===== src/verilog/flash_pins_pkg.sv =====
package flash_pins_pkg;

	// ************************************************************
	// Array geometry
	// ************************************************************
	localparam int ADDR_W = 18;
	localparam int PAGE_BYTES = 256;
	localparam int PAGE_COUNT = 1024;
	localparam int SECTOR_COUNT = 64;
	localparam int SECTOR_BYTES = 4096;
	localparam int BLOCK32_BYTES = 32768;
	localparam int BLOCK64_BYTES = 65536;
	localparam int BLOCK64_COUNT = 4;
	localparam int HOST_ADDR_BITS = 24;
	localparam int UNIQUE_ID_BITS = 64;

	// ************************************************************
	// Serial framing counts, in bits, and the continuous-mode code
	// ************************************************************
	localparam logic [5:0] BYTE_BITS = 6'h08;
	localparam logic [5:0] ADDR_BITS = 6'h18;
	localparam logic [5:0] FAST_DUMMY_BITS = 6'h08;
	localparam logic [5:0] UID_DUMMY_BITS = 6'h20;
	localparam logic [1:0] CONT_MODE_CODE = 2'h2;

	// ************************************************************
	// Opcodes
	// ************************************************************
	localparam logic [7:0] OP_WREN = 8'h06;
	localparam logic [7:0] OP_WRDI = 8'h04;
	localparam logic [7:0] OP_RDSR = 8'h05;
	localparam logic [7:0] OP_WRSR = 8'h01;
	localparam logic [7:0] OP_READ = 8'h03;
	localparam logic [7:0] OP_FAST = 8'h0B;
	localparam logic [7:0] OP_DOUT = 8'h3B;
	localparam logic [7:0] OP_DIO = 8'hBB;
	localparam logic [7:0] OP_PROG = 8'h02;
	localparam logic [7:0] OP_ERASE4K = 8'h20;
	localparam logic [7:0] OP_ERASE32K = 8'h52;
	localparam logic [7:0] OP_ERASE64K = 8'hD8;
	localparam logic [7:0] OP_CHIP_A = 8'hC7;
	localparam logic [7:0] OP_CHIP_B = 8'h60;
	localparam logic [7:0] OP_MFR_DEV = 8'h90;
	localparam logic [7:0] OP_UID = 8'h4B;
	localparam logic [7:0] OP_JEDEC = 8'h9F;

	// ************************************************************
	// Status byte layout and reset value
	// ************************************************************
	localparam int SR_BUSY = 0;
	localparam int SR_WEL = 1;
	localparam int SR_RANGE_LO = 2;
	localparam int SR_RANGE_HI = 3;
	localparam int SR_FROM_BOTTOM = 5;
	localparam int SR_LOCK = 7;
	localparam logic [7:0] SR_WRITE_MASK = 8'hAC;
	localparam logic [7:0] SR_RESET = 8'h00;

	// ************************************************************
	// Enumerations
	// ************************************************************
	typedef enum logic [1:0] {
		ERASE_4K = 2'h0,
		ERASE_32K = 2'h1,
		ERASE_64K = 2'h2,
		ERASE_CHIP = 2'h3
	} erase_kind_type;

	typedef enum logic [2:0] {
		SRC_MEM = 3'h0,
		SRC_STAT = 3'h1,
		SRC_JEDEC = 3'h2,
		SRC_MFR_DEV = 3'h3,
		SRC_UID = 3'h4
	} source_type;

	typedef enum logic [6:0] {
		ST_CMD = 7'h01,
		ST_ADDR = 7'h02,
		ST_MODE = 7'h04,
		ST_DUMMY = 7'h08,
		ST_WDATA = 7'h10,
		ST_RDATA = 7'h20,
		ST_IGNORE = 7'h40
	} phase_type;

	// Protected region grows from top or bottom in 64KB steps
	function automatic logic is_protected(input logic [ADDR_W-1:0] addr,
		input logic [1:0] range, input logic from_bottom);
		logic [1:0] blk;
		blk = addr[ADDR_W-1:ADDR_W-2];
		if (range == 2'h0) begin
			is_protected = 1'b0;
		end else if (range == 2'h3) begin
			is_protected = 1'b1;
		end else if (from_bottom) begin
			is_protected = blk < range;
		end else begin
			is_protected = blk >= 2'(3'h4 - {1'b0, range});
		end
	endfunction : is_protected

endpackage : flash_pins_pkg


===== src/verilog/pin_sampler.sv =====
module pin_sampler #(
	parameter int WIDTH = 6,
	parameter logic [WIDTH-1:0] IDLE = '0
) (
	// Clock and reset
	input wire logic i_mclk,
	input wire logic i_reset_n,
	// Raw pins
	input wire logic [WIDTH-1:0] i_pins,
	// Filtered levels and edge pulses
	output logic [WIDTH-1:0] o_level,
	output logic [WIDTH-1:0] o_rise,
	output logic [WIDTH-1:0] o_fall
);

	// Refuse an empty pin group at elaboration
	if (WIDTH < 1) begin : g_bad_width
		$error("pin_sampler needs at least one pin");
	end

	logic [WIDTH-1:0] s1_q;
	logic [WIDTH-1:0] s2_q;
	logic [WIDTH-1:0] s3_q;
	logic [WIDTH-1:0] level_q;
	logic [WIDTH-1:0] level_d;

	// A change counts only once stages two and three agree
	assign level_d = (s2_q & s3_q) | (level_q & (s2_q | s3_q));
	assign o_level = level_q;
	assign o_rise = level_d & ~level_q;
	assign o_fall = ~level_d & level_q;

	// Three-stage capture; stage one feeds stage two only
	always_ff @(posedge i_mclk or negedge i_reset_n) begin
		if (!i_reset_n) begin
			s1_q <= IDLE;
			s2_q <= IDLE;
			s3_q <= IDLE;
			level_q <= IDLE;
		end else begin
			s1_q <= i_pins;
			s2_q <= s1_q;
			s3_q <= s2_q;
			level_q <= level_d;
		end
	end

endmodule : pin_sampler


===== src/verilog/flash_pin_port.sv =====
// Notes on behaviour
// - Deselected: both data lines float.
// - No instruction before a select falling edge.
// - Single instructions sampled on clock rise.
// - Single read data changes on clock fall.
// - Dual: rise samples in, fall drives out.
// - Write-protect low with lock blocks status writes.
// - Pause floats output, ignores clock and data.
// - Pause release resumes from held state.
// - 1,024 pages, program wraps within 256 bytes.
// - Erase 4KB sectors, 32KB, 64KB blocks.
// - Continuous dual read: 12-clock address, no opcode.
// - Identification bytes and 64-bit unique number.
// - Protected range from top or bottom.
// - Clock idling low or high both work.
// - Pause starts when clock low, else next fall.
// - Pause ends when clock low, else next fall.
module flash_pin_port #(
	parameter logic [7:0] MFR_ID = 8'h5A, // Arbitrary value
	parameter logic [7:0] MEM_TYPE = 8'h30, // Arbitrary value
	parameter logic [7:0] CAP_ID = 8'h12, // Arbitrary value
	parameter logic [7:0] DEV_ID = 8'h11, // Arbitrary value
	parameter logic [63:0] UNIQUE_ID = 64'h0123456789ABCDEF // Arbitrary value
) (
	// Clock and reset
	input wire logic i_mclk,
	input wire logic i_reset_n,
	// Serial pins from the host
	input wire logic i_cs_n,
	input wire logic i_sclk,
	input wire logic i_write_protect_n,
	input wire logic i_pause_n,
	// Two-way data lines
	input wire logic i_dual_line_zero,
	output logic o_dual_line_zero,
	output logic o_dual_line_zero_oe,
	input wire logic i_dual_line_one,
	output logic o_dual_line_one,
	output logic o_dual_line_one_oe,
	// Array back end
	output logic [flash_pins_pkg::ADDR_W-1:0] o_mem_addr,
	output logic o_mem_rd,
	input wire logic [7:0] i_mem_rdata,
	output logic o_mem_wr,
	output logic [7:0] o_mem_wdata,
	output logic o_erase_req,
	output logic [1:0] o_erase_kind,
	input wire logic i_busy,
	// Status view
	output logic [7:0] o_status,
	output logic o_selected,
	output logic o_paused
);

	// Geometry must add up, or the erase bases would land wrong
	if (flash_pins_pkg::PAGE_COUNT * flash_pins_pkg::PAGE_BYTES !=
		flash_pins_pkg::BLOCK64_COUNT * flash_pins_pkg::BLOCK64_BYTES) begin : g_bad_geometry
		$error("array geometry does not agree");
	end

	// ************************************************************
	// Pin capture
	// ************************************************************
	logic [5:0] pin_lvl;
	logic [5:0] pin_rise;
	logic [5:0] pin_fall;

	pin_sampler #(.WIDTH(6), .IDLE(6'h0E)) u_sampler (
		.i_mclk(i_mclk),
		.i_reset_n(i_reset_n),
		.i_pins({i_dual_line_one, i_dual_line_zero, i_write_protect_n, i_pause_n,
			i_cs_n, i_sclk}),
		.o_level(pin_lvl),
		.o_rise(pin_rise),
		.o_fall(pin_fall)
	);

	// ************************************************************
	// State
	// ************************************************************
	flash_pins_pkg::phase_type st_q, st_d;
	flash_pins_pkg::source_type src_q, src_d;
	logic armed_q, armed_d, active_q, active_d, pause_q, pause_d;
	logic done_q, done_d, cont_q, cont_d, drive_q, drive_d;
	logic dual_in_q, dual_in_d, dual_out_q, dual_out_d;
	logic [5:0] cnt_q, cnt_d;
	logic [2:0] ocnt_q, ocnt_d;
	logic [23:0] sh_q, sh_d;
	logic [7:0] op_q, op_d, tx_q, tx_d, next_q, next_d, wbyte_q, wbyte_d;
	logic [1:0] dout_q, dout_d;
	logic [flash_pins_pkg::ADDR_W-1:0] addr_q, addr_d, maddr_q, maddr_d;
	logic rd_q, rd_d, wr_q, wr_d, erase_q, erase_d;
	logic [7:0] wdata_q, wdata_d, sr_q, sr_d;
	logic [1:0] ekind_q, ekind_d;

	// ************************************************************
	// Decoded pin events
	// ************************************************************
	wire sclk_lvl = pin_lvl[0];
	wire cs_lvl = pin_lvl[1];
	wire pause_n_lvl = pin_lvl[2];
	wire wp_n_lvl = pin_lvl[3];
	wire cs_fall = pin_fall[1];
	wire cs_rise = pin_rise[1];
	wire ev_rise = pin_rise[0] & active_q & ~pause_q;
	wire ev_fall = pin_fall[0] & active_q & ~pause_q;
	wire [1:0] range = {sr_q[flash_pins_pkg::SR_RANGE_HI], sr_q[flash_pins_pkg::SR_RANGE_LO]};
	wire from_bottom = sr_q[flash_pins_pkg::SR_FROM_BOTTOM];
	wire wel = sr_q[flash_pins_pkg::SR_WEL];
	wire sr_locked = sr_q[flash_pins_pkg::SR_LOCK] & ~wp_n_lvl;
	wire addr_prot = flash_pins_pkg::is_protected(addr_q, range, from_bottom);

	// Inbound shift: one line in single mode, two in dual
	wire [23:0] sh_n = dual_in_q ? {sh_q[21:0], pin_lvl[5], pin_lvl[4]}
		: {sh_q[22:0], pin_lvl[4]};
	wire [5:0] cnt_n = cnt_q + (dual_in_q ? 6'h02 : 6'h01);
	wire [7:0] rx_byte = sh_n[7:0];
	wire [5:0] dummy_len = (op_q == flash_pins_pkg::OP_UID) ? flash_pins_pkg::UID_DUMMY_BITS
		: flash_pins_pkg::FAST_DUMMY_BITS;

	// Outbound byte and the address after it
	wire [7:0] out_byte = (ocnt_q == 3'h0) ? next_q : tx_q;
	wire [flash_pins_pkg::ADDR_W-1:0] addr_inc = addr_q + 1'b1;
	wire [flash_pins_pkg::ADDR_W-1:0] page_inc = {addr_q[flash_pins_pkg::ADDR_W-1:8],
		addr_q[7:0] + 8'h01};

	// Identification bytes by index
	wire [5:0] uid_shift = 6'(6'h38 - {maddr_q[2:0], 3'h0});
	wire [7:0] uid_byte = 8'(UNIQUE_ID >> uid_shift);
	wire [7:0] jedec_byte = (maddr_q[1:0] == 2'h0) ? MFR_ID
		: (maddr_q[1:0] == 2'h1) ? MEM_TYPE : CAP_ID;
	wire [7:0] src_byte = (src_q == flash_pins_pkg::SRC_STAT) ? sr_q
		: (src_q == flash_pins_pkg::SRC_JEDEC) ? jedec_byte
		: (src_q == flash_pins_pkg::SRC_MFR_DEV) ? (maddr_q[0] ? DEV_ID : MFR_ID)
		: (src_q == flash_pins_pkg::SRC_UID) ? uid_byte : i_mem_rdata;

	// Erase region base: clear the offset within the region
	wire [flash_pins_pkg::ADDR_W-1:0] base_4k = addr_q & ~18'(flash_pins_pkg::SECTOR_BYTES - 1);
	wire [flash_pins_pkg::ADDR_W-1:0] base_32k = addr_q & ~18'(flash_pins_pkg::BLOCK32_BYTES - 1);
	wire [flash_pins_pkg::ADDR_W-1:0] base_64k = addr_q & ~18'(flash_pins_pkg::BLOCK64_BYTES - 1);

	// ************************************************************
	// Next-state logic
	// ************************************************************
	always_comb begin
		st_d = st_q;
		src_d = src_q;
		armed_d = armed_q | cs_lvl;
		active_d = active_q;
		pause_d = pause_q;
		done_d = done_q;
		cont_d = cont_q;
		drive_d = drive_q;
		dual_in_d = dual_in_q;
		dual_out_d = dual_out_q;
		cnt_d = cnt_q;
		ocnt_d = ocnt_q;
		sh_d = sh_q;
		op_d = op_q;
		tx_d = tx_q;
		next_d = rd_q ? src_byte : next_q;
		wbyte_d = wbyte_q;
		dout_d = dout_q;
		addr_d = addr_q;
		maddr_d = maddr_q;
		rd_d = 1'b0;
		wr_d = 1'b0;
		erase_d = 1'b0;
		wdata_d = wdata_q;
		ekind_d = ekind_q;
		sr_d = sr_q;
		sr_d[flash_pins_pkg::SR_BUSY] = i_busy;
		if (cs_rise) begin
			// Commit finished instructions, drop partial ones
			if (active_q && done_q) begin
				unique case (op_q)
					flash_pins_pkg::OP_WREN: sr_d[flash_pins_pkg::SR_WEL] = 1'b1;
					flash_pins_pkg::OP_WRDI: sr_d[flash_pins_pkg::SR_WEL] = 1'b0;
					flash_pins_pkg::OP_WRSR: begin
						if (wel && !sr_locked) begin
							sr_d = (sr_q & ~flash_pins_pkg::SR_WRITE_MASK) |
								(wbyte_q & flash_pins_pkg::SR_WRITE_MASK);
							sr_d[flash_pins_pkg::SR_WEL] = 1'b0;
						end
					end
					flash_pins_pkg::OP_PROG: sr_d[flash_pins_pkg::SR_WEL] = 1'b0;
					flash_pins_pkg::OP_ERASE4K, flash_pins_pkg::OP_ERASE32K,
					flash_pins_pkg::OP_ERASE64K: begin
						if (wel && !addr_prot) begin
							erase_d = 1'b1;
							ekind_d = (op_q == flash_pins_pkg::OP_ERASE4K) ? flash_pins_pkg::ERASE_4K
								: (op_q == flash_pins_pkg::OP_ERASE32K) ? flash_pins_pkg::ERASE_32K
								: flash_pins_pkg::ERASE_64K;
							maddr_d = (op_q == flash_pins_pkg::OP_ERASE4K) ? base_4k
								: (op_q == flash_pins_pkg::OP_ERASE32K) ? base_32k : base_64k;
							sr_d[flash_pins_pkg::SR_WEL] = 1'b0;
						end
					end
					flash_pins_pkg::OP_CHIP_A, flash_pins_pkg::OP_CHIP_B: begin
						if (wel && range == 2'h0) begin
							erase_d = 1'b1;
							ekind_d = flash_pins_pkg::ERASE_CHIP;
							maddr_d = '0;
							sr_d[flash_pins_pkg::SR_WEL] = 1'b0;
						end
					end
					default: ;
				endcase
			end
			st_d = flash_pins_pkg::ST_CMD;
			active_d = 1'b0;
			pause_d = 1'b0;
			done_d = 1'b0;
			drive_d = 1'b0;
			cnt_d = '0;
		end else if (cs_fall && armed_q) begin
			// Continuous mode skips the opcode and goes straight to address
			active_d = 1'b1;
			cnt_d = '0;
			ocnt_d = '0;
			done_d = 1'b0;
			st_d = cont_q ? flash_pins_pkg::ST_ADDR : flash_pins_pkg::ST_CMD;
			dual_in_d = cont_q;
			dual_out_d = cont_q;
		end else begin
			// Pause enters or leaves only while the clock is low
			if (active_q && !sclk_lvl && (pause_q == pause_n_lvl)) begin
				pause_d = ~pause_n_lvl;
			end
			if (ev_rise) begin
				sh_d = sh_n;
				cnt_d = cnt_n;
				unique case (st_q)
					flash_pins_pkg::ST_CMD: begin
						if (cnt_n == flash_pins_pkg::BYTE_BITS) begin
							op_d = rx_byte;
							cnt_d = '0;
							dual_out_d = (rx_byte == flash_pins_pkg::OP_DOUT) ||
								(rx_byte == flash_pins_pkg::OP_DIO);
							dual_in_d = rx_byte == flash_pins_pkg::OP_DIO;
							st_d = flash_pins_pkg::ST_IGNORE;
							if (!i_busy || rx_byte == flash_pins_pkg::OP_RDSR) begin
								unique case (rx_byte)
									flash_pins_pkg::OP_WREN, flash_pins_pkg::OP_WRDI,
									flash_pins_pkg::OP_CHIP_A, flash_pins_pkg::OP_CHIP_B:
										done_d = 1'b1;
									flash_pins_pkg::OP_RDSR, flash_pins_pkg::OP_JEDEC: begin
										st_d = flash_pins_pkg::ST_RDATA;
										src_d = (rx_byte == flash_pins_pkg::OP_RDSR) ?
											flash_pins_pkg::SRC_STAT : flash_pins_pkg::SRC_JEDEC;
										addr_d = '0;
										maddr_d = '0;
										rd_d = 1'b1;
									end
									flash_pins_pkg::OP_UID: begin
										st_d = flash_pins_pkg::ST_DUMMY;
										src_d = flash_pins_pkg::SRC_UID;
										addr_d = '0;
									end
									flash_pins_pkg::OP_WRSR: st_d = flash_pins_pkg::ST_WDATA;
									flash_pins_pkg::OP_READ, flash_pins_pkg::OP_FAST,
									flash_pins_pkg::OP_DOUT, flash_pins_pkg::OP_DIO,
									flash_pins_pkg::OP_PROG, flash_pins_pkg::OP_ERASE4K,
									flash_pins_pkg::OP_ERASE32K, flash_pins_pkg::OP_ERASE64K,
									flash_pins_pkg::OP_MFR_DEV: st_d = flash_pins_pkg::ST_ADDR;
									default: ;
								endcase
							end
						end
					end
					flash_pins_pkg::ST_ADDR: begin
						if (cnt_n == flash_pins_pkg::ADDR_BITS) begin
							addr_d = sh_n[flash_pins_pkg::ADDR_W-1:0];
							maddr_d = sh_n[flash_pins_pkg::ADDR_W-1:0];
							cnt_d = '0;
							src_d = (op_q == flash_pins_pkg::OP_MFR_DEV) ?
								flash_pins_pkg::SRC_MFR_DEV : flash_pins_pkg::SRC_MEM;
							unique case (op_q)
								flash_pins_pkg::OP_READ, flash_pins_pkg::OP_MFR_DEV: begin
									st_d = flash_pins_pkg::ST_RDATA;
									rd_d = 1'b1;
								end
								flash_pins_pkg::OP_FAST, flash_pins_pkg::OP_DOUT:
									st_d = flash_pins_pkg::ST_DUMMY;
								flash_pins_pkg::OP_DIO: st_d = flash_pins_pkg::ST_MODE;
								flash_pins_pkg::OP_PROG: st_d = flash_pins_pkg::ST_WDATA;
								default: begin
									st_d = flash_pins_pkg::ST_IGNORE;
									done_d = 1'b1;
								end
							endcase
						end
					end
					flash_pins_pkg::ST_MODE: begin
						if (cnt_n == flash_pins_pkg::BYTE_BITS) begin
							cont_d = rx_byte[5:4] == flash_pins_pkg::CONT_MODE_CODE;
							cnt_d = '0;
							st_d = flash_pins_pkg::ST_RDATA;
							rd_d = 1'b1;
						end
					end
					flash_pins_pkg::ST_DUMMY: begin
						if (cnt_n == dummy_len) begin
							cnt_d = '0;
							st_d = flash_pins_pkg::ST_RDATA;
							rd_d = 1'b1;
						end
					end
					flash_pins_pkg::ST_WDATA: begin
						if (cnt_n == flash_pins_pkg::BYTE_BITS) begin
							cnt_d = '0;
							wbyte_d = rx_byte;
							done_d = 1'b1;
							if (op_q == flash_pins_pkg::OP_PROG && wel && !addr_prot) begin
								wr_d = 1'b1;
								wdata_d = rx_byte;
								maddr_d = addr_q;
								addr_d = page_inc;
							end
						end
					end
					flash_pins_pkg::ST_RDATA: ;
					flash_pins_pkg::ST_IGNORE: done_d = 1'b0;
				endcase
			end
			if (ev_fall && st_q == flash_pins_pkg::ST_RDATA) begin
				// Drive on the fall; the next byte is prefetched one ahead
				drive_d = 1'b1;
				if (dual_out_q) begin
					dout_d = out_byte[7:6];
					tx_d = {out_byte[5:0], 2'h0};
					ocnt_d = ocnt_q + 3'h2;
				end else begin
					dout_d = {out_byte[7], 1'b0};
					tx_d = {out_byte[6:0], 1'b0};
					ocnt_d = ocnt_q + 3'h1;
				end
				if (ocnt_q == 3'h0) begin
					addr_d = addr_inc;
					maddr_d = addr_inc;
					rd_d = 1'b1;
				end
			end
		end
	end

	// ************************************************************
	// Registers
	// ************************************************************
	always_ff @(posedge i_mclk or negedge i_reset_n) begin
		if (!i_reset_n) begin
			st_q <= flash_pins_pkg::ST_CMD;
			src_q <= flash_pins_pkg::SRC_MEM;
			{armed_q, active_q, pause_q, done_q, cont_q, drive_q} <= 6'h00;
			{dual_in_q, dual_out_q, rd_q, wr_q, erase_q} <= 5'h00;
			{cnt_q, ocnt_q, dout_q, ekind_q} <= 13'h0000;
			{sh_q, op_q, tx_q, next_q, wbyte_q, wdata_q} <= 64'h0000000000000000;
			{addr_q, maddr_q} <= 36'h000000000;
			sr_q <= flash_pins_pkg::SR_RESET;
		end else begin
			st_q <= st_d;
			src_q <= src_d;
			{armed_q, active_q, pause_q, done_q, cont_q, drive_q} <=
				{armed_d, active_d, pause_d, done_d, cont_d, drive_d};
			{dual_in_q, dual_out_q, rd_q, wr_q, erase_q} <=
				{dual_in_d, dual_out_d, rd_d, wr_d, erase_d};
			{cnt_q, ocnt_q, dout_q, ekind_q} <= {cnt_d, ocnt_d, dout_d, ekind_d};
			{sh_q, op_q, tx_q, next_q, wbyte_q, wdata_q} <=
				{sh_d, op_d, tx_d, next_d, wbyte_d, wdata_d};
			{addr_q, maddr_q} <= {addr_d, maddr_d};
			sr_q <= sr_d;
		end
	end

	// ************************************************************
	// Outputs
	// ************************************************************
	// Float while deselected or paused; drive only after the first fall
	assign o_dual_line_one_oe = drive_q & active_q & ~pause_q;
	assign o_dual_line_zero_oe = drive_q & active_q & ~pause_q & dual_out_q;
	assign o_dual_line_one = dout_q[1];
	assign o_dual_line_zero = dout_q[0];
	assign o_mem_addr = maddr_q;
	assign o_mem_rd = rd_q & (src_q == flash_pins_pkg::SRC_MEM);
	assign o_mem_wr = wr_q;
	assign o_mem_wdata = wdata_q;
	assign o_erase_req = erase_q;
	assign o_erase_kind = ekind_q;
	assign o_status = sr_q;
	assign o_selected = active_q;
	assign o_paused = pause_q;

endmodule : flash_pin_port


===== config.mk =====
export PLATFORM = sky130hd
export DESIGN_NAME = flash_pin_port
export DESIGN_NICKNAME = d
export VERILOG_FILES = /design/src/verilog/flash_pins_pkg.sv /design/src/verilog/pin_sampler.sv /design/src/verilog/flash_pin_port.sv
export SDC_FILE = /design/constraint.sdc
export NUM_CORES = 1
export LEC_CHECK = 0
export BUFFER_PORTS_ARGS = -buffer_cell sky130_fd_sc_hd__buf_2
export CORE_MARGIN = 5
export CORE_UTILIZATION = 35
export CTS_CLUSTER_DIAMETER = 200
export DETAILED_ROUTE_END_ITERATION = 8
export RECOVER_POWER = 50
export SYNTH_ARGS = -nofsm -noshare
export SYNTH_HDL_FRONTEND = slang
export SYNTH_SLANG_ARGS = --single-unit

===== constraint.sdc =====
create_clock -name i_mclk -period 6.3 [get_ports i_mclk]
set_input_delay 0.63 -clock i_mclk [delete_from_list [all_inputs] [get_ports i_mclk]]
set_output_delay 0.63 -clock i_mclk [all_outputs]
set_load 0.02 [all_outputs]

== Yosys cells after proc, flatten, opt, wreduce, memory -nomap -nowiden ==
Index checks and enable logic that the tools add are counted.
Operators by class
  $lt $le $gt $ge: 2
  eq/ne operators: 70
  reduce and logical (&&, ||, !) cells: 62
  bitwise logic cells: 24
  multiplexer cells: 135
  add/subtract/negate cells: 7
  shift-type cells: 1
Operator list (count)
  18-bit 2-to-1 mux: 22
  18-bit one-hot mux with 3 select lines: 2
  7-bit one-hot mux with 4 select lines: 3
  8-bit equality test (second input constant): 9
  7-bit 2-to-1 mux: 10
  8-bit 2-to-1 mux: 8
  57-bit by 6-bit >> shifter with 8-bit output (first input constant): 1
  1-bit 2-to-1 mux: 56
  8-bit by 7-bit equality test with 1-bit output (second input constant): 6
  6-bit 2-to-1 mux: 8
  8-bit by 3-bit equality test with 1-bit output (second input constant): 5
  18-bit one-hot mux with 2 select lines: 1
  8-bit by 2-bit equality test with 1-bit output (second input constant): 4
  8-bit by 6-bit equality test with 1-bit output (second input constant): 4
  16-bit 2-to-1 mux: 2
  4-bit != test (second input constant): 7
  5-bit AND reduction: 5
  18-bit by 1-bit adder with 18-bit output (second input constant): 1
  2-bit 2-to-1 mux: 9
  3-bit 2-to-1 mux: 6
  6-bit one-hot mux with 3 select lines: 1
  6-bit AND reduction: 3
  2-bit nonzero test: 9
  8-bit by 1-bit equality test with 1-bit output (second input constant): 2
  61 further kinds: 117
Word-level totals
  bits in registers: 159
  word-level logic and storage cells: 333

== Logic depth before layout (Yosys ltp) ==
Gate-level depths: netlist of the first run.
  word-level depth: 15
  depth in mapped cells: 14
  mapped depth without buffers: 10

== By module ==
Synthesis of the first run repeated with hierarchy kept, for this count alone.
Second synthesis, totals
  cell total of the unflattened synthesis: 1083
  area, all modules: 9444.1 um^2
Modules (own cells, without submodules)
  flash_pin_port: area each 8655.8 um^2, instances 1, cells an instance 1041, seq. area each 3204.3 um^2
  pin_sampler: area each 788.3 um^2, instances 1, cells an instance 42, seq. area each 615.6 um^2

== Least setup slack after synthesis of the first run ==
No wires, ideal clock.
  path kind: reg2reg
  start point: register dual_in_q
  end point: register maddr_q (netlist bit o_mem_addr[5])
  data required time: 6.174 ns
  stages on the path, launching flop included: 13
  path slack: 2.661 ns
  clock period less this slack: 3.639 ns
  arrival: 3.513 ns
  path through: dfrtp_1 buf_2 inv_1 ha_1 fa_1 nor4bb_1 a32oi_1 nor3_1 a21oi_1 or4_1 clkbuf_1 o211a_1 a221o_1
On the way
  word-level cells in the longest chain between the ends: 12
  elaborated cells between the ends (all ways): 20
  those cells by class: add/sub (1); eq/ne (4); mux (13); reduce/logical (2)
Ends and longest elaborated chain
  from (decl): line flash_pin_port.sv:85  | logic dual_in_q, dual_in_d, dual_out_q, dual_out_d;
  from (signal assigned): line flash_pin_port.sv:365  | {dual_in_q, dual_out_q, rd_q, wr_q, erase_q} <=
  branches (longest 6 deep; another with 6-bit by 2-bit adder with 6-bit output)
  18-bit one-hot mux with 3 select lines *: line flash_pin_port.sv:233  | unique case (st_q)
  18-bit 2-to-1 mux *: line flash_pin_port.sv:230  | if (ev_rise) begin
  18-bit 2-to-1 mux: line flash_pin_port.sv:338  | if (ocnt_q == 3'h0) begin
  18-bit 2-to-1 mux *: line flash_pin_port.sv:326  | if (ev_fall && st_q == flash_pins_pkg::ST_RDATA) begin
  18-bit 2-to-1 mux *: line flash_pin_port.sv:216  | end else if (cs_fall && armed_q) begin
  18-bit 2-to-1 mux *: line flash_pin_port.sv:173  | if (cs_rise) begin
  to (signal assigned): line flash_pin_port.sv:370  | {addr_q, maddr_q} <= {addr_d, maddr_d};
  to (decl): line flash_pin_port.sv:91  | logic [flash_pins_pkg::ADDR_W-1:0] addr_q, addr_d, maddr_q, maddr_d;
Mark *: on every way between the ends. The select of a mux whose other input is x is not followed.
A chain may end at the register's enable or synchronous reset.

== Worst setup path in the final report of the first run ==
  start point: register dual_in_q
  end point: register maddr_q (netlist bit o_mem_addr[6])
The elaborated chain is that of the path after synthesis.

==> results of run 1 <==
flip-flops by register name (all words and copies together) (netlist names), 2 cells and up:
| register | count |
|---|---|
| u_sampler.s2_q | 6 |
| o_erase_kind | 2 |
| ocnt_q | 3 |
| o_mem_addr | 18 |
| next_q | 8 |
| u_sampler.o_level | 6 |
| addr_q | 18 |
| src_q | 3 |
| tx_q | 7 |
| cnt_q | 6 |
| op_q | 8 |
| o_mem_wdata | 8 |
| o_status | 6 |
| st_q | 7 |
| sh_q | 17 |
| wbyte_q | 4 |
| u_sampler.s3_q | 6 |
| dout_q | 2 |
| u_sampler.s1_q | 6 |
kinds of logic (layout without fill, tap and decap cells):
family / count (synthesis) / after routing / synth area share (%)
xor+xnor: 20 / 20 / 1.84
buf+inv: 115 / 131 / 4.81
flops: 152 / 152 / 40.2
other cells: 1 / 2 / 0.0395
compound gates: 323 / 323 / 22.1
fa+ha+maj: 17 / 17 / 2.16
mux: 58 / 58 / 6.49
simple gates: 394 / 394 / 22.3
layer usage:
metal	up-vias	part of all wire (%)
li1	4046	-
met1	4225	46
met2	383	44
met3	43	8.2
met4	0	2.0
met5	-	0
final timing paths:
| check | start | endpoint | slack (ns) | depth (start not counted) |
|---|---|---|---|---|
| max in group asynchronous | i_reset_n | dual_in_q | 4.63 | 2 |
| max reg2reg | dual_in_q | o_mem_addr[6] | 1.95 | 9 |
| max | dual_in_q | o_mem_addr[6] | 1.95 | 9 |
| min | i_reset_n | next_q[2] | 0.26 | 1 |
| min in group i_mclk | i_cs_n | u_sampler.s1_q[1] | 0.28 | 1 |
| min reg2reg | u_sampler.s1_q[5] | u_sampler.s2_q[5] | 0.35 | 0 |
critical path, cell delays in order (launching register included):
cell      delay, ns
dfrtp_2        0.37
buf_4          0.49
fa_1           0.54
nor4bb_1       0.31
a32oi_1        0.19
nor3_1         0.46
a31oi_1        0.44
or4_1          0.87
o211a_1        0.31
a221o_1        0.25
power by group through the flow:
stage                     logic (mW)  registers (mW)  clock network (mW)
final                          0.868            1.35                1.02
after global routing           0.941            1.37                1.07
after CTS                      0.857            1.34                1.03
after detailed placement       0.848            1.36                   0
after global placement         0.847            1.35                   0
after floorplan                0.651            1.24                   0
cell usage after synthesis, types with 5 or more instances:
cell type / number
dfrtp_1: 139
a21oi_1: 104
nor2_1: 101
nand2_1: 82
clkbuf_1: 75
o21ai_0: 61
nand3_1: 34
nor3_1: 31
mux2_2: 29
mux2i_1: 29
inv_1: 26
o211ai_1: 17
nor2b_1: 16
nor4_1: 16
o221ai_1: 15
a31oi_1: 13
dfstp_2: 13
nand4_1: 12
xnor2_1: 12
nor4bb_1: 11
o22ai_1: 11
a32oi_1: 10
and2_1: 10
ha_1: 10
nand2b_1: 10
and3_1: 9
and4b_1: 9
a211oi_1: 8
a22oi_1: 8
buf_2: 8
or4_1: 8
xor2_1: 8
nand4b_1: 7
nor3b_1: 7
o21a_1: 7
maj3_1: 6
o31ai_1: 6
a221o_1: 5
a22o_1: 5
and4_1: 5
o2111ai_1: 5
o211a_1: 5
or2_2: 5
metrics by stage:
stage | hold WS [ns] | util (%) | instances | total power, mW
after floorplan | 0.331 | - | 1081 | 1.89
after global placement | 0.332 | 37.1 | 1406 | 2.20
after detailed placement | 0.335 | 37.1 | 1406 | 2.20
after CTS | 0.270 | 39.3 | 1438 | 3.23
after global routing | 0.276 | 39.1 | 1438 | 3.39
final | 0.258 | 39.1 | 1438 | 3.23
layout make-up:
cell class | count | share of cell area [%]
clock buffer | 17 | 4.05
tap | 341 | 4.06
multi-input combinational | 814 | 49.8
clock inverter | 15 | 1.35
sequential | 152 | 36.4
inverter | 26 | 0.929
timing repair buffer | 73 | 3.41
==> reports/qor.csv, run 1 <==
stage,metric,value,unit
outcome,status,"finished, final reports clean",
logic_synthesis,Post-synth EDFFs,0,
power,Peak VDD IR,0.188,mV
finish,post-route design area,0.0105,sq mm
logic_synthesis,"area leader, netlist",dfrtp_1,
critical_path,"Data arrival, critical path",4.67,ns
logic_synthesis,sequential area share after synthesis,40.2,%
clock_network,CTS tree,yes,
detailed_routing,Iter 0 DRT Violations,996,
grt,first-pass GRT wire length,47700,microns
logic_synthesis,Yosys reg bits,152,
timing,Tightest Pin Transition,1.15,ns
timing,Setup TNS,0,ns
power,Pint,1.98,mW
clock_network,Root Buffer,clkbuf_16,
logic_synthesis,main area contributors after synthesis,"dfrtp_1 (37%), a21oi_1 (5.5%), nor2_1 (4.0%)",
clock_network,"Clk Latency, worst-skew pair",0.44,ns
worst_hold_path,min-delay worst type,input port to async pin,
placed_design,placement-stage cell area,0.00998,sq mm
grt,gr busiest metal,met2,
die,Core Footprint,0.0269,sq mm
placed_design,routability cong.,0.933,
finish,"commonest non-fill, non-tap cell in the layout",dfrtp_1,
critical_path,Crit path required time,6.62,ns
die,Rows,60,
finish,fin nets,1112,
clock_network,CTS Buf Count,17,
grt,grt met3 use,4.39,%
grt,initial antenna violation count,0,
clock_network,H-tree levels,4,
critical_path,CP Max Fanout,49,
detailed_routing,antenna-violating nets left,0,
grt,met2 GRT Util,28.9,%
clock_network,Post-CTS Setup Bufs,0,
finish,area growth from synthesis to layout,10.5,%
grt,vias in the first global route,7956,
die,die area,0.0305,sq mm
finish,share of layout cells above drive strength 1,11.3,%
power,Switch Pwr,1.25,mW
logic_synthesis,cell area after synthesis,0.00950,sq mm
timing,skew final,0.0155,ns
logic_synthesis,Synth Instances,1080,
detailed_routing,detailed-route via count,8697,
logic_synthesis,Async SR Flop Fraction,100,%
placed_design,IO Port Bufs,59,
die,chip height,175,microns
placed_design,Setup Slack @ Placement,2.02,ns
finish,multi-input logic area,0.00523,sq mm
timing,setup ws final,1.95,ns
finish,"commonest non-fill, non-tap cells in the layout","dfrtp_1 (138), a21oi_1 (104), nor2_1 (100)",
detailed_routing,First-pass DRT Iterations,6,
timing,Final Max Tran Viols,0,
power,Switching Fraction,38.8,%
critical_path,crit start category,flip-flop,
die,Die Width,175,microns
die,Initial Util,35.4,%
grt,gr usage total,19.6,%
power,clock share of power,31.5,%
clock_network,# hold bufs at CTS,0,
detailed_routing,DR DRC count,0,
timing,Slew headroom,21.2,%
clock_network,Post-CTS Resized,0,
logic_synthesis,Synth top area share,36.6,%
power,P per Cell Area,308,mW/mm^2
timing,RSZ-0062 raised after global routing,false,
finish,antenna fix cells,0,
critical_path,crit end category,flip-flop,
detailed_routing,routed vias/inst,6.05,
die,I/O pin cnt,62,
clock_network,Max clock buf depth,2,
finish,Filler cells,2722,
timing,Final Hold Viols,0,
detailed_routing,Routed wire per std cell,21.0,microns
logic_synthesis,Yosys cell types,80,
timing,min cycle time layout,4.35,ns
clock_network,clock slew at reported path FFs,0.07,ns
job,Max Cap Viol,0,
power,Leak,4.14,nW
grt,GRT Residual Overflow,0,
power,Reg power frac,41.7,%
detailed_routing,WL final,30200,microns
grt,largest net degree at the start of global routing,87,
timing,final setup fails,0,
grt,grt met1 use,28.8,%
logic_synthesis,Synth Warn #,0,
timing,f_max,0.230,GHz
logic_synthesis,ys flop type,dfrtp_1,
finish,FF+latch area,0.00382,sq mm
timing,Tcrit/Tclk final,69.1,%
placed_design,DP Wirelength,21100,microns
clock_network,clock sink total,152,
critical_path,CP Class,flip-flop to flip-flop,
power,Gate power share,26.8,%
logic_synthesis,syn_area_per_cell,8.80,sq um
(Power assumes the default switching activity.)
==> run 2: changes to the inputs <==
Clock period 6.3 ns to 3.48 ns, I/O delays scaled along.
==> reports/qor.csv, run 2 (same netlist as run 1, synthesis figures left out) <==
stage,metric,value,unit
timing,setup ws final,0.139,ns
detailed_routing,First-pass DRT Iterations,5,
worst_hold_path,min-delay worst type,input port to flip-flop,
finish,"commonest non-fill, non-tap cells in the layout","dfrtp_1 (138), a21oi_1 (103), nor2_1 (99)",
clock_network,H-tree levels,4,
timing,Final Hold Viols,0,
clock_network,"Clk Latency, worst-skew pair",0.44,ns
finish,Filler cells,2685,
critical_path,CP Max Fanout,6,
finish,antenna fix cells,0,
detailed_routing,Routed wire per std cell,21.0,microns
die,Die Width,175,microns
die,chip height,175,microns
clock_network,CTS tree,yes,
critical_path,worst path cell trace,inv_1 > ha_2 > fa_2 > nor4bb_4 > a32oi_2 > or3_1 > o31a_1 > nor4_1 > o21ai_0 > a22o_1,
clock_network,Root Buffer,clkbuf_16,
timing,Final Max Tran Viols,65,
critical_path,crit end category,flip-flop,
grt,gr usage total,20.3,%
clock_network,clock sink total,152,
detailed_routing,routed vias/inst,5.97,
die,Core Footprint,0.0269,sq mm
critical_path,largest stage delay on the critical path,0.49,ns
job,Max Cap Viol,1,
critical_path,flop-to-flop setup slack,0.14,ns
critical_path,Crit path buffers/inverters,1,
die,I/O pin cnt,62,
critical_path,"Data arrival, critical path",3.66,ns
grt,initial antenna violation count,0,
finish,share of layout cells above drive strength 1,16.5,%
grt,vias in the first global route,8536,
placed_design,DP Wirelength,22400,microns
timing,Hold Slack,0.0152,ns
power,Peak VDD IR,0.363,mV
power,Tot Pwr,5.97,mW
outcome,failing checks,"max-capacitance violations, max-slew violations",
finish,area growth from synthesis to layout,15.4,%
critical_path,crit start category,flip-flop,
critical_path,crit-path leading delay family,simple AND/OR/NAND/NOR gates,
detailed_routing,Iter 0 DRT Violations,929,
power,P per Cell Area,545,mW/mm^2
finish,Util after Layout,40.8,%
clock_network,CTS Buf Count,17,
die,Initial Util,35.4,%
placed_design,IO Port Bufs,59,
critical_path,Crit path required time,3.80,ns
critical_path,"Slowest-stage cell, CP",fa_2,
placed_design,Setup Slack @ Placement,0.0110,ns
clock_network,Max clock buf depth,2,
outcome,status,"complete, but fails checks",
timing,Tightest Pin Transition,1.68,ns
finish,"commonest non-fill, non-tap cell in the layout",dfrtp_1,
timing,final setup fails,0,
timing,Tcrit/Tclk final,96.0,%
finish,fin nets,1165,
grt,GRT Residual Overflow,0,
power,Leak,4.44,nW
critical_path,CP Class,flip-flop to flip-flop,
detailed_routing,WL final,31300,microns
clock_network,clock slew at reported path FFs,0.07,ns
die,die area,0.0305,sq mm
placed_design,routability cong.,0.950,
detailed_routing,antenna-violating nets left,0,
timing,min cycle time layout,3.34,ns
grt,largest net degree at the start of global routing,71,
grt,first-pass GRT wire length,49400,microns
die,Rows,60,
timing,skew final,0.0156,ns
timing,Setup TNS,0,ns
timing,Slew headroom,-11.9,%
detailed_routing,DR DRC count,0,
detailed_routing,detailed-route via count,8895,
timing,f_max,0.299,GHz
[run 2: report_power, final]
group,switching [mW],internal (mW)
logic,1.04,0.662
clock network,0.846,1.00
registers,0.431,2.00
total,2.31,3.66
[run 2: cell type report]
cell class	count	area, sq um	share of cell area (%)
clock buffers	17	425	3.88
clock inverters	15	144	1.31
inverters	26	97.6	0.890
multi-input cells	814	5300	48.3
flip-flops and latches	152	3820	34.8
well taps	341	427	3.89
repair buffers	126	758	6.91
[run 2: layer usage]
metal | vias up | GRT usage (%) | share of wire, %
li1 | 4145 | - | -
met1 | 4290 | 28.7 | 45
met2 | 394 | 30.4 | 44
met3 | 66 | 3.98 | 7.5
met4 | 0 | 8.51 | 3.5
met5 | - | 0 | 0
[run 2: stage by stage]
step / instance area [sq um] / std cells
after detailed placement: 10400 / 1455
after floorplan: 9530 / 1081
final: 11000 / 1491
after global placement: 10400 / 1455
after global routing: 11000 / 1491
after CTS: 11000 / 1490
[run 2: what timing repair did]
action	in CTS	in global routing
hold buffers	3	0
buffers inserted	0	1
resized for setup	1	7
hold endpoints to repair	61	0
pin swaps	0	3
setup endpoints to repair	1	41
[run 2: worst paths after layout]
check	start	endpoint	depth (start not counted)
setup reg to reg	dual_in_q	addr_q[17]	10
setup / recovery	dual_in_q	addr_q[17]	10
min in group asynchronous	i_reset_n	o_status[2]	2
hold reg to reg	u_sampler.s1_q[4]	u_sampler.s2_q[4]	0
hold / removal	i_pause_n	u_sampler.s1_q[2]	1
max in group asynchronous	i_reset_n	sh_q[10]	3
